**config.mk**
```make
export PLATFORM = sky130hd
export DESIGN_NAME = tws_slave
export DESIGN_NICKNAME = d
export VERILOG_FILES = /design/src/design/tws_pkg.sv /design/src/design/tws_slave.sv
export SDC_FILE = /design/constraint.sdc
export NUM_CORES = 1
export LEC_CHECK = 0
export BUFFER_PORTS_ARGS = -buffer_cell sky130_fd_sc_hd__buf_2
export CAP_MARGIN = 20
export CORE_ASPECT_RATIO = 0.8
export CORE_MARGIN = 1.5
export CORE_UTILIZATION = 45
export CTS_CLUSTER_SIZE = 25
export DETAILED_ROUTE_END_ITERATION = 12
export PLACE_DENSITY = 0.75
export SKIP_CTS_REPAIR_TIMING = 1
export SLEW_MARGIN = 10
export SYNTH_ARGS = -nofsm -noshare
export SYNTH_HDL_FRONTEND = slang
export SYNTH_SLANG_ARGS = --single-unit
```
**constraint.sdc**
```tcl
create_clock -name sys_clk -period 3.4 [get_ports sys_clk]
set_input_delay 0.51 -clock sys_clk [delete_from_list [all_inputs] [get_ports sys_clk]]
set_output_delay 0.51 -clock sys_clk [all_outputs]
set_load 0.005 [all_outputs]
```
**src/design/tws_pkg.sv**
```systemverilog
package tws_pkg;
  localparam logic [5:0] TWS_ADDR_UPPER  = 6'h08;
  localparam int         TWS_AUTO_INCREMENT_ENABLE_BIT    = 7;
  localparam int         TWS_PTR_MSB     = 2;
  localparam logic [7:0] TWS_PTR_RESET   = 8'h00;
  localparam int         TWS_REG_COUNT   = 8;
  localparam int         TWS_BITS_BYTE   = 8;
  localparam logic [3:0] TWS_BIT_LAST    = 4'h7;
  localparam logic [3:0] TWS_BIT_ACK     = 4'h8;

  typedef enum logic [2:0] {
    TWS_IDLE = 3'b000,
    TWS_ADDR = 3'b001,
    TWS_PTR  = 3'b011,
    TWS_WDAT = 3'b010,
    TWS_RDAT = 3'b110,
    TWS_SKIP = 3'b111
  } tws_state_t;
endpackage

```
**src/design/tws_slave.sv**
```systemverilog
`timescale 1ns/10ps
// Operation
// - Data line is bidirectional, driven only for acknowledge and read data.
// - Bits move on the master-driven serial clock.
// - Respond only when upper six address bits equal 001000.
// - Address low bit must match the address-select pin level.
// - Eighth address bit: one reads, zero writes.
// - First byte after a write address loads the pointer.
// - Following write bytes store into the pointed register.
// - Read returns the pointed register right after the address byte.
// - Auto-increment off keeps the pointer fixed across bytes.
// - Auto-increment on advances the pointer after each byte.
// - Auto-increment is pointer-byte bit 7, reset zero; bits 6..3 reserved.
// - Pointer is bits 2..0, resets to 000.
// - A falling edge on address-select selects 4-wire mode permanently.
// - Port runs independent of audio clocks, no audio-clock sync.
module tws_slave
  import tws_pkg::*;
(
  // Clock and reset
  input  wire logic                   sys_clk,
  input  wire logic                   sys_rst,
  // Two-wire pins
  input  wire logic                   scl_in,
  input  wire logic                   sda_in,
  output logic                        sda_out,
  output logic                        sda_oe,
  input  wire logic                   address_select_pin,
  // Register file view
  output logic [TWS_REG_COUNT*8-1:0]  reg_file,
  output logic                        four_wire_mode
);
  // Two-flop synchronisers; stage one feeds only stage two
  logic [1:0] scl_s_q, sda_s_q, ads_s_q;
  logic       scl_d1_q, sda_d1_q, ads_d1_q;
  always_ff @(posedge sys_clk) begin
    if (sys_rst) begin
      scl_s_q  <= 2'h3;
      sda_s_q  <= 2'h3;
      ads_s_q  <= 2'h0;
      scl_d1_q <= 1'b1;
      sda_d1_q <= 1'b1;
      ads_d1_q <= 1'b0;
    end else begin
      scl_s_q  <= {scl_s_q[0], scl_in};
      sda_s_q  <= {sda_s_q[0], sda_in};
      ads_s_q  <= {ads_s_q[0], address_select_pin};
      scl_d1_q <= scl_s_q[1];
      sda_d1_q <= sda_s_q[1];
      ads_d1_q <= ads_s_q[1];
    end
  end

  logic scl, sda, scl_rise, scl_fall, start_c, stop_c;
  assign scl      = scl_s_q[1];
  assign sda      = sda_s_q[1];
  assign scl_rise = scl & ~scl_d1_q;
  assign scl_fall = ~scl & scl_d1_q;
  assign start_c  = scl & scl_d1_q & sda_d1_q & ~sda;
  assign stop_c   = scl & scl_d1_q & ~sda_d1_q & sda;

  // Falling edge only counts once the reset-time level is seen high
  logic mode_q, ads_seen_q;
  always_ff @(posedge sys_clk) begin
    if (sys_rst) begin
      mode_q     <= 1'b0;
      ads_seen_q <= 1'b0;
    end else begin
      ads_seen_q <= 1'b1;
      if (ads_seen_q && ads_d1_q && !ads_s_q[1])
        mode_q <= 1'b1;
    end
  end
  assign four_wire_mode = mode_q;

  tws_state_t state_q;
  logic [3:0] bit_q;
  logic [7:0] shift_q;
  logic [7:0] ptr_q;
  logic [7:0] regs_q [TWS_REG_COUNT];
  logic       drive_q, out_q, ack_ok_q, master_ack_q, armed_q;

  function automatic logic [2:0] next_ptr(input logic [7:0] p);
    next_ptr = p[TWS_AUTO_INCREMENT_ENABLE_BIT] ? p[TWS_PTR_MSB:0] + 3'h1 : p[TWS_PTR_MSB:0];
  endfunction

  logic addr_hit;
  assign addr_hit = (shift_q[7:2] == TWS_ADDR_UPPER)
                  && (shift_q[1] == ads_d1_q);

  // Byte engine; sampling on SCL rise, driving on SCL fall
  always_ff @(posedge sys_clk) begin
    if (sys_rst) begin
      state_q      <= TWS_IDLE;
      bit_q        <= 4'h0;
      shift_q      <= 8'h00;
      ptr_q        <= TWS_PTR_RESET;
      drive_q      <= 1'b0;
      out_q        <= 1'b1;
      ack_ok_q     <= 1'b0;
      master_ack_q <= 1'b0;
      armed_q      <= 1'b0;
      for (int i = 0; i < TWS_REG_COUNT; i++) regs_q[i] <= 8'h00;
    end else if (mode_q) begin
      state_q <= TWS_IDLE;
      drive_q <= 1'b0;
    end else if (start_c) begin
      state_q <= TWS_ADDR;
      bit_q   <= 4'h0;
      drive_q <= 1'b0;
      armed_q <= 1'b0;
    end else if (stop_c) begin
      state_q <= TWS_IDLE;
      drive_q <= 1'b0;
    end else if (state_q != TWS_IDLE && state_q != TWS_SKIP) begin
      if (scl_rise) begin
        armed_q <= 1'b1;
        if (bit_q == TWS_BIT_ACK) begin
          master_ack_q <= ~sda;
        end else if (state_q != TWS_RDAT) begin
          // Read bits shift on the fall only
          shift_q <= {shift_q[6:0], sda};
        end
      end
      // The fall that closes a START is not a bit
      if (scl_fall && armed_q) begin
        if (bit_q == TWS_BIT_LAST) begin
          bit_q <= TWS_BIT_ACK;
          case (state_q)
            TWS_ADDR: begin
              ack_ok_q <= addr_hit;
              drive_q  <= addr_hit;
              out_q    <= 1'b0;
            end
            TWS_PTR: begin
              ptr_q   <= shift_q & 8'h87;
              drive_q <= 1'b1;
              out_q   <= 1'b0;
            end
            TWS_WDAT: begin
              regs_q[ptr_q[TWS_PTR_MSB:0]] <= shift_q;
              ptr_q[TWS_PTR_MSB:0] <= next_ptr(ptr_q);
              drive_q <= 1'b1;
              out_q   <= 1'b0;
            end
            TWS_RDAT: begin
              drive_q <= 1'b0;
              ptr_q[TWS_PTR_MSB:0] <= next_ptr(ptr_q);
            end
            default: drive_q <= 1'b0;
          endcase
        end else if (bit_q == TWS_BIT_ACK) begin
          bit_q <= 4'h0;
          case (state_q)
            TWS_ADDR: begin
              if (!ack_ok_q) begin
                state_q <= TWS_SKIP;
                drive_q <= 1'b0;
              end else if (shift_q[0]) begin
                state_q <= TWS_RDAT;
                drive_q <= ~regs_q[ptr_q[TWS_PTR_MSB:0]][7];
                out_q   <= 1'b0;
                shift_q <= {regs_q[ptr_q[TWS_PTR_MSB:0]][6:0], 1'b0};
              end else begin
                state_q <= TWS_PTR;
                drive_q <= 1'b0;
              end
            end
            TWS_PTR: begin
              state_q <= TWS_WDAT;
              drive_q <= 1'b0;
            end
            TWS_RDAT: begin
              if (master_ack_q) begin
                drive_q <= ~regs_q[ptr_q[TWS_PTR_MSB:0]][7];
                out_q   <= 1'b0;
                shift_q <= {regs_q[ptr_q[TWS_PTR_MSB:0]][6:0], 1'b0};
              end else begin
                state_q <= TWS_SKIP;
                drive_q <= 1'b0;
              end
            end
            default: drive_q <= 1'b0;
          endcase
        end else begin
          bit_q <= bit_q + 4'h1;
          if (state_q == TWS_RDAT) begin
            // Open drain: only a zero pulls the line
            drive_q <= ~shift_q[7];
            shift_q <= {shift_q[6:0], 1'b0};
          end
        end
      end
    end
  end

  assign sda_out = out_q;
  assign sda_oe  = drive_q;

  always_comb begin
    for (int i = 0; i < TWS_REG_COUNT; i++) reg_file[i*8 +: 8] = regs_q[i];
  end

  // Audio clocks never appear: whole port lives on sys_clk

  a_mismatch_quiet: assert property (@(posedge sys_clk) disable iff (sys_rst)
    (state_q == TWS_SKIP) |-> !sda_oe)
    else $error("data line driven after address mismatch");

  a_reset_ptr: assert property (@(posedge sys_clk)
    $past(sys_rst) |-> ptr_q == 8'h00)
    else $error("pointer not reset to zero");

  a_ptr_resv: assert property (@(posedge sys_clk) disable iff (sys_rst)
    ptr_q[6:3] == 4'h0)
    else $error("reserved pointer bits kept");

  a_hold_ptr: assert property (@(posedge sys_clk) disable iff (sys_rst)
    (state_q == TWS_WDAT && !ptr_q[7]) |=> $stable(ptr_q[2:0]) || start_c || $past(start_c))
    else $error("pointer moved without auto-increment");

  a_mode_sticky: assert property (@(posedge sys_clk) disable iff (sys_rst)
    four_wire_mode |=> four_wire_mode)
    else $error("four-wire mode lost");

  a_mode_idle: assert property (@(posedge sys_clk) disable iff (sys_rst)
    four_wire_mode |=> !sda_oe)
    else $error("two-wire port active in four-wire mode");

  a_ack_hit: assert property (@(posedge sys_clk) disable iff (sys_rst)
    (state_q == TWS_ADDR && bit_q == TWS_BIT_ACK && sda_oe) |-> ack_ok_q)
    else $error("acknowledged a foreign address");

  a_stop_release: assert property (@(posedge sys_clk) disable iff (sys_rst)
    (stop_c && !mode_q) |=> !sda_oe && state_q == TWS_IDLE)
    else $error("line not released at stop");
endmodule // tws_slave

```
==> run metrics, run 1 <==
most frequent standard cell in the layout excluding fill and tap cells sky130_fd_sc_hd__buf_2; most used flip-flop cell after synthesis sky130_fd_sc_hd__edfxtp_1; clock tree from TritonCTS yes; Layout Skew 0.00934 ns; top-level I/O count 72; number of setup violations in the final report 0; synthesized netlist cell count 454; width of the die 121 um; max-slew violations 0; TritonCTS sink count 102; R2R cell count 7; Hold Path Cell Cnt 2; most used cells in the layout excluding fill and tap cells sky130_fd_sc_hd__buf_2, sky130_fd_sc_hd__edfxtp_1, sky130_fd_sc_hd__and2_1; main area contributors after synthesis sky130_fd_sc_hd__edfxtp_1, sky130_fd_sc_hd__dfxtp_1, sky130_fd_sc_hd__and2_1; footprint of the multi-input gates 0.00213 mm2; library cell with the largest summed area after synthesis sky130_fd_sc_hd__edfxtp_1; Nets 525; Ant. Diodes 0; largest driver fanout on the critical path 11; area share of the leading cell type in the synthesized netlist 0.385; minimum clock period after layout 2.61 ns; routed length per instance 19.5 um; DIE HEIGHT 97.2 um; relative max-transition margin 0.460; total detailed-routing wirelength 13000 um; number of buffers created by CTS 9; largest vdd supply drop 390 uV; pin count of the biggest net entering global routing 29; grt total ovfl 0; result of the run finished clean; number of vias after detailed routing 3941; Synth async-reset ratio 0; share of cells above drive strength 1 0.234; Die Outline Area 0.0117 mm2; root buffer cell sky130_fd_sc_hd__clkbuf_16; area of placed instances 0.00547 mm2; synthesis-to-finish area growth 16.1%; Worst Hold Margin 0.332 ns; sequential area share after synthesis 0.538; detailed-placement wirelength estimate 9200 um; first-pass GRT wire length 20100 um; # H-tree levels 3; # Max-Cap Violations 0; maximum number of buffers from clock root to sink 2; count of input and output buffers 71; residual DRC count 0; GRT Total Usage 0.227; power per standard cell area 452 mW/mm2; CP Launch Type flop; clk_lat worst skew 0.36 ns; total count of hold-check failures in the final report 0; Row Count 34; ratio of routed vias to standard cells 5.92; initial antenna violation count 0; count of distinct cell types in the synthesized netlist 57; Synth Cell Area 0.00499 mm2; detailed-routing iteration count for the pre-antenna-repair pass 5; yosys synthesis warning count 0; number of global-route vias before repair 3628; leakage dissipation 2.18 nW; final non-filler cell area 0.00579 mm2; Post-synth EDFFs 64; data required time at the worst endpoint 3.45 ns; post-synthesis area per instance 11.0 um2; core area 0.0108 mm2; CP Capture Type flop; syn nets 462; unrepaired setup endpoints after global routing false; Clk pin slew, worst setup/hold paths 0.08 ns; Antenna Violating Nets Remaining 0; period utilisation layout 0.767; data arrival at the endpoint of the critical path 2.66 ns; Fill cells 932; measured slew at the worst slew-check pin 0.811 ns; placer's final routability congestion estimate 0.856; DR iter-0 viols 440; starting density of the core 0.460; number of flip-flops and latches in the synthesized netlist 102; Sequential Area 0.00268 mm2; path type of the worst min-delay path in -> reg; maximum operating frequency 383 MHz; type of the worst setup path reg -> reg; Post-Route Setup TNS 0 ns
## per-stage QoR
stage / setup slack, ns / util / power [mW] / cells
CTS: 0.835 / 0.533 / 2.62 / 666
global route: 0.581 / 0.533 / 2.67 / 666
detailed placement: 0.870 / 0.505 / 1.55 / 650
floorplan: 1.03 / - / 1.47 / 454
finish: 0.791 / 0.533 / 2.61 / 666
global placement: 1.03 / 0.505 / 1.54 / 650
## path summary, 6_finish.rpt
check / end / start / slack [ns]
max reg2reg: regs_q[0][6] / bit_q[0] / 0.79
min reg2reg: scl_s_q[1] / scl_s_q[0] / 0.41
min: scl_s_q[0] / scl_in / 0.33
max: regs_q[0][6] / bit_q[0] / 0.79
## cells by family after synthesis
family          share of synthesized area
fa+ha+maj                         0.00753
mux                                0.0833
buf+inv                            0.0339
compound gates                      0.128
flops                               0.538
xor+xnor                          0.00351
simple gates                        0.206
## synth_stat cells, types with 4 or more instances
cell type                   n
sky130_fd_sc_hd__buf_2     12
sky130_fd_sc_hd__nand2_1   11
sky130_fd_sc_hd__inv_1      9
sky130_fd_sc_hd__nor2_1    28
sky130_fd_sc_hd__o221a_2    6
sky130_fd_sc_hd__nor4_1     4
sky130_fd_sc_hd__nor2b_1   13
sky130_fd_sc_hd__nor3_1    12
sky130_fd_sc_hd__or2_2     10
sky130_fd_sc_hd__nand3_1   11
sky130_fd_sc_hd__nand2b_1   8
sky130_fd_sc_hd__a211oi_1  10
sky130_fd_sc_hd__o21ai_0   18
sky130_fd_sc_hd__and2_1    60
sky130_fd_sc_hd__a31oi_1   11
sky130_fd_sc_hd__a21oi_1   16
sky130_fd_sc_hd__clkbuf_1  17
sky130_fd_sc_hd__a22oi_1    9
sky130_fd_sc_hd__dfxtp_1   38
sky130_fd_sc_hd__mux2i_1   37
sky130_fd_sc_hd__edfxtp_1  64
sky130_fd_sc_hd__nand3b_1   6
## layer usage
metal / vias up / GRT usage / share of wire
met5: - / 0 / 0
met3: 22 / 0.0469 / 0.090
li1: 1793 / - / -
met4: 0 / 0.0733 / 0.019
met1: 1929 / 0.344 / 0.45
met2: 197 / 0.323 / 0.44
## registers in the layout, indices dropped and copies added, names as in the netlist, named ones only
register / count
scl_d1_q: 1
bit_q: 4
scl_s_q: 2
sda_s_q: 2
ptr_q: 4
ads_seen_q: 1
ack_ok_q: 1
four_wire_mode: 1
regs_q: 64
sda_oe: 1
shift_q: 8
sda_d1_q: 1
sda_out: 1
master_ack_q: 1
armed_q: 1
ads_s_q: 2
state_q: 3
ads_d1_q: 1
## where the power goes
part	internal (mW)	total [mW]	switching [mW]
combinational	0.0564	0.135	0.0782
clock	0.589	1.09	0.502
sequential	1.35	1.39	0.0412
## worst max-delay path: stages (launching register included)
cell,delay (ns)
sky130_fd_sc_hd__dfxtp_1,0.42
sky130_fd_sc_hd__ha_1,0.25
sky130_fd_sc_hd__nand3b_1,0.24
sky130_fd_sc_hd__nor2_1,0.26
sky130_fd_sc_hd__nand4b_1,0.14
sky130_fd_sc_hd__buf_4,0.20
sky130_fd_sc_hd__nor3_1,0.46
sky130_fd_sc_hd__or2_2,0.33
## final cells by class
class                      instances  area share
sequential                       102       0.464
multi-input combinational        312       0.369
timing repair buffer              82      0.0757
clock buffer                       9      0.0389
tap                              144      0.0311
clock inverter                     7      0.0151
inverter                          10     0.00649
Power figures use the tool's default switching activity.
==> inputs of run 2 (changes only) <==
==> constraint.sdc (replaced) <==
create_clock -name sys_clk -period 2.54 [get_ports sys_clk]
set_input_delay 0.381 -clock sys_clk [delete_from_list [all_inputs] [get_ports sys_clk]]
set_output_delay 0.381 -clock sys_clk [all_outputs]
set_load 0.005 [all_outputs]
==> run metrics, run 2 (synthesized netlist as in run 1, its figures left out) <==
total detailed-routing wirelength 13300 um; total power consumption of the routed design 3.45 mW; relative max-transition margin 0.560; share of power burned in registers 0.535; Critical-path top delay cell sky130_fd_sc_hd__o21ai_0; number of vias after detailed routing 3978; Post-Place Cells 663; Crit path buffers/inverters 1; leakage dissipation 2.25 nW; DR iter-0 viols 400; top-level I/O count 72; starting density of the core 0.460; relative contribution of the clock network to total power 0.407; root buffer cell sky130_fd_sc_hd__clkbuf_16; most used cells in the layout excluding fill and tap cells sky130_fd_sc_hd__buf_2, sky130_fd_sc_hd__edfxtp_1, sky130_fd_sc_hd__and2_1; detailed-placement wirelength estimate 9570 um; maximum operating frequency 462 MHz; first-pass GRT wire length 20400 um; routed length per instance 19.5 um; Row Count 34; number of global-route vias before repair 3654; share of cells above drive strength 1 0.252; clock tree from TritonCTS yes; internal power 2.66 mW; Sw Share 0.228; core area 0.0108 mm2; largest driver fanout on the critical path 6; data required time at the worst endpoint 2.60 ns; placer's final routability congestion estimate 0.891; largest register by flop count regs_q; uppermost layer routed met4; Clk pin slew, worst setup/hold paths 0.07 ns; measured slew at the worst slew-check pin 0.654 ns; Antenna Violating Nets Remaining 0; net switching power 0.785 mW; kind of cell adding the most delay to the critical path simple AND/OR/NAND/NOR gates; Ant. Diodes 0; Post-Route Setup TNS 0 ns; count of input and output buffers 71; DIE HEIGHT 97.2 um; power per standard cell area 587 mW/mm2; pin count of the biggest net entering global routing 27; number of setup violations in the final report 0; Layout Skew 0.00842 ns; Critical Path Max Stage Delay 0.43 ns; Fill cells 945; path type of the worst min-delay path in -> reg; width of the die 121 um; Combinational Power Share 0.058; Die Outline Area 0.0117 mm2; detailed-routing iteration count for the pre-antenna-repair pass 6; max-slew violations 0; minimum clock period after layout 2.17 ns; Nets 538; most frequent standard cell in the layout excluding fill and tap cells sky130_fd_sc_hd__buf_2; # Max-Cap Violations 0; routed metal-1 wire length 5820 um; data arrival at the endpoint of the critical path 2.22 ns; met2 wire len 5920 um; grt total ovfl 0; residual DRC count 0; CP Launch Type flop; synthesis-to-finish area growth 17.9%; TritonCTS sink count 102; ratio of routed vias to standard cells 5.86; area of placed instances 0.00557 mm2; total count of hold-check failures in the final report 0; GRT Total Usage 0.229; cells traversed along the worst timing path ha_1 > nand3b_1 > nor2_1 > nand4b_1 > o21ai_0 > buf_4; largest vdd supply drop 458 uV; result of the run finished clean; # H-tree levels 3; post-route core utilization 0.542; type of the worst setup path reg -> reg; max FFs per register 64; maximum number of buffers from clock root to sink 2; footprint of the multi-input gates 0.00213 mm2; period utilisation layout 0.853; met3 routed wirelength 1300 um; Sequential Area 0.00268 mm2; number of buffers created by CTS 9; initial antenna violation count 0; top flop regs regs_q (64), shift_q (8); final non-filler cell area 0.00588 mm2; Final Instance Count excl. Fillers 679; clk_lat worst skew 0.34 ns; CP Capture Type flop; unrepaired setup endpoints after global routing false
run 2: power by group through the flow:
stage,Sequential [mW],Clock [mW],Combinational (mW)
after detailed placement,1.88,0,0.196
final,1.85,1.40,0.200
after global placement,1.88,0,0.193
after global routing,1.85,1.49,0.216
after floorplan,1.87,0,0.104
after CTS,1.84,1.43,0.198
run 2: stage by stage:
step                hold slack, ns  setup slack (ns)
finish                       0.219             0.373
global route                 0.213             0.227
CTS                          0.212             0.370
detailed placement           0.393             0.427
global placement             0.394             0.522
floorplan                    0.389             0.255
run 2: final timing paths:
path                                 start            to  slack, ns  cells after the start
worst max-delay path              bit_q[0]  regs_q[3][5]       0.37                      6
worst min-delay path                scl_in    scl_s_q[0]       0.22                      2
worst max register to register    bit_q[0]  regs_q[3][5]       0.37                      6
worst min register to register  scl_s_q[0]    scl_s_q[1]       0.41                      1
run 2: area by class of cell:
type / count / share of cell area
flip-flops and latches: 102 / 0.457
well taps: 144 / 0.0307
clock inverters: 7 / 0.0136
multi-input cells: 312 / 0.363
repair buffers: 95 / 0.0911
clock buffers: 9 / 0.0383
inverters: 10 / 0.00639
run 2: worst register-to-register path: cells and delay by family (launching register included):
kind,cells,cell delay [ns]
AOI/OAI and AO/OA,1,0.43
adders and majority gates,1,0.25
buffers and inverters,1,0.24
DFF,1,0.42
and+or+nand+nor,3,0.54
run 2: routing by layer:
metal / vias up / GRT usage
li1: 1820 / -
met1: 1912 / 0.348
met2: 228 / 0.333
met3: 18 / 0.0446
met4: 0 / 0.0624
met5: - / 0
==> inputs of run 3 (changes only) <==
--- a/config.mk
+++ b/config.mk
@@ -5,6 +5,7 @@
 export SDC_FILE = /design/constraint.sdc
 export NUM_CORES = 1
 export LEC_CHECK = 0
+export ABC_AREA = 1
 export BUFFER_PORTS_ARGS = -buffer_cell sky130_fd_sc_hd__buf_2
 export CAP_MARGIN = 20
 export CORE_ASPECT_RATIO = 0.8
@@ -13,6 +14,7 @@
 export CTS_CLUSTER_SIZE = 25
 export DETAILED_ROUTE_END_ITERATION = 12
 export PLACE_DENSITY = 0.75
+export RECOVER_POWER = 100
 export SKIP_CTS_REPAIR_TIMING = 1
 export SLEW_MARGIN = 10
 export SYNTH_ARGS = -nofsm -noshare
==> run metrics, run 3 <==
yosys synthesis warning count 0; net switching power 0.800 mW; TritonCTS sink count 102; area share of the leading cell type in the synthesized netlist 0.383; endpoint with the worst hold slack sda_s_q[0]; relative max-transition margin 0.283; Nets 669; Final Instance Count excl. Fillers 810; type of the worst setup path reg -> reg; share of cells above drive strength 1 0.155; core area 0.0109 mm2; Combinational Power Share 0.046; measured slew at the worst slew-check pin 1.08 ns; number of setup violations in the final report 0; internal power 2.57 mW; most numerous cell in the Yosys netlist sky130_fd_sc_hd__nor2_1; total count of hold-check failures in the final report 0; # Max-Cap Violations 0; maximum operating frequency 447 MHz; period utilisation layout 0.880; CP Launch Type flop; power per standard cell area 584 mW/mm2; syn nets 603; largest register by flop count regs_q; largest vdd supply drop 506 uV; most used cells in the layout excluding fill and tap cells sky130_fd_sc_hd__nor2_1, sky130_fd_sc_hd__nand2_1, sky130_fd_sc_hd__edfxtp_1; grt total ovfl 0; maximum number of buffers from clock root to sink 2; relative contribution of the clock network to total power 0.403; max-slew violations 0; first-pass GRT wire length 20600 um; result of the run finished clean; top flop regs regs_q (64), shift_q (8); number of flip-flops and latches in the synthesized netlist 102; most used flip-flop cell after synthesis sky130_fd_sc_hd__edfxtp_1; number of vias after detailed routing 4485; Row Count 34; cell types with the highest counts after synthesis sky130_fd_sc_hd__nor2_1, sky130_fd_sc_hd__nand2_1, sky130_fd_sc_hd__edfxtp_1, sky130_fd_sc_hd__o21ai_0, sky130_fd_sc_hd__nand3_1; Sw Share 0.237; detailed-placement wirelength estimate 9490 um; count of input and output buffers 71; CP Capture Type flop; clock tree from TritonCTS yes; data required time at the worst endpoint 2.55 ns; Clk pin slew, worst setup/hold paths 0.07 ns; residual DRC count 0; Hold Path Cell Cnt 2; total power consumption of the routed design 3.37 mW; Synth Cell Area 0.00502 mm2; clk_lat worst skew 0.35 ns; main area contributors after synthesis sky130_fd_sc_hd__edfxtp_1, sky130_fd_sc_hd__dfxtp_1, sky130_fd_sc_hd__nor2_1; data arrival at the endpoint of the critical path 2.25 ns; width of the die 121 um; reg-to-reg setup timing slack 0.30 ns; count of distinct cell types in the synthesized netlist 34; top-level I/O count 72; # H-tree levels 3; Worst Hold Launch sda_in; share of power burned in registers 0.550; number of buffers created by CTS 9; post-route core utilization 0.530; Antenna Violating Nets Remaining 0; total detailed-routing wirelength 13200 um; GRT Total Usage 0.227; most frequent standard cell in the layout excluding fill and tap cells sky130_fd_sc_hd__nor2_1; path type of the worst min-delay path in -> reg; Layout Skew 0.00806 ns; Critical-path top delay cell sky130_fd_sc_hd__dfxtp_1; largest driver fanout on the critical path 9; root buffer cell sky130_fd_sc_hd__clkbuf_16; synthesis-to-finish area growth 14.9%; pin count of the biggest net entering global routing 33; number of global-route vias before repair 3938; placer's final routability congestion estimate 0.950; Post-Place Cells 794; Die Outline Area 0.0118 mm2; R2R cell count 9; routed length per instance 16.2 um; cells traversed along the worst timing path ha_1 > nand2_1 > nor2_4 > inv_1 > nor4_4 > nand2_4 > nor2_8 > nand2_4 > nand2_1; detailed-routing iteration count for the pre-antenna-repair pass 5; ratio of routed vias to standard cells 5.54; initial antenna violation count 0; minimum clock period after layout 2.24 ns; Post-Route Setup TNS 0 ns; Critical Path Max Stage Delay 0.38 ns; Post-synth EDFFs 64; Synth async-reset ratio 0; max FFs per register 64; startpoint of the most critical register-to-register path bit_q[0]; DR iter-0 viols 627; sequential area share after synthesis 0.534; destination of the worst register-to-register timing path regs_q[2][7]; synthesized netlist cell count 595; library cell with the largest summed area after synthesis sky130_fd_sc_hd__edfxtp_1; leakage dissipation 2.34 nW; unrepaired setup endpoints after global routing false; post-synthesis area per instance 8.44 um2; Ant. Diodes 0; starting density of the core 0.461; DIE HEIGHT 97.5 um
[run 3: cell types whose count changed in the layout (fill, tap and decap cells not counted), moves of 9 or more]
cell	previous run	this run
sky130_fd_sc_hd__clkbuf_1	0	22
sky130_fd_sc_hd__nand2_1	11	89
sky130_fd_sc_hd__inv_1	9	43
sky130_fd_sc_hd__and2_1	60	0
sky130_fd_sc_hd__a21oi_1	16	40
sky130_fd_sc_hd__nor2_1	28	131
sky130_fd_sc_hd__buf_2	71	50
sky130_fd_sc_hd__nand2_4	0	9
sky130_fd_sc_hd__a211oi_1	10	0
sky130_fd_sc_hd__nand3_1	11	50
sky130_fd_sc_hd__buf_4	24	5
sky130_fd_sc_hd__o21ai_0	18	52
sky130_fd_sc_hd__mux2i_1	37	0
sky130_fd_sc_hd__nor2b_1	13	0
[run 3: metrics by stage]
step / instance area [um2] / worst slack [ns] / hold WS (ns)
2_1_floorplan: 5020 / 0.579 / 0.388
3_3_place_gp: 5510 / 0.433 / 0.393
3_5_place_dp: 5510 / 0.338 / 0.396
4_1_cts: 5800 / 0.333 / 0.202
5_1_grt: 5770 / 0.101 / 0.211
6_report: 5770 / 0.305 / 0.208
[run 3: area by class of cell]
type	count	area, um2
sequential	102	2680
tap	144	180
clock buffer	9	225
multi-input combinational	419	2040
fill	989	5120
timing repair buffer	77	370
clock inverter	7	73.8
inverter	52	195
[run 3: kinds of logic after synthesis]
group                      share of synthesized area
AOI/OAI and AO/OA                              0.107
xor gates and xnor gates                     0.00174
adders and majority gates                    0.00748
buffers and inverters                         0.0581
DFF                                            0.534
and+or+nand+nor                                0.291
[run 3: how the worst max path moves through the flow]
stage | startpoint | to | cells after the start
floorplan | bit_q[0] | regs_q[4][0] | 9
detailed placement | bit_q[0] | regs_q[2][2] | 9
global placement | bit_q[0] | regs_q[2][3] | 9
CTS | bit_q[0] | regs_q[2][7] | 9
finish | bit_q[0] | regs_q[2][7] | 9
global route | state_q[2] | ptr_q[0] | 7
[run 3: layer usage]
layer	part of all wire	track usage	up-vias
met3	0.12	0.0493	22
met2	0.43	0.342	285
li1	-	-	2123
met4	0.014	0.0624	0
met1	0.44	0.330	2055
met5	0	0	-
[run 3: critical path, delay by kind of cell, from the launching register on]
kind                     cells  cell delay, ns
AND/OR/NAND/NOR              7            1.22
flip-flops                   1            0.38
buffers and inverters        1            0.12
adder cells (fa/ha/maj)      1            0.18
[run 3: power groups by stage]
stage / combinational [mW] / sequential (mW) / clock [mW]
finish: 0.156 / 1.85 / 1.36
global route: 0.175 / 1.86 / 1.42
CTS: 0.161 / 1.85 / 1.36
detailed placement: 0.160 / 1.89 / 0
global placement: 0.157 / 1.89 / 0
floorplan: 0.0756 / 1.89 / 0
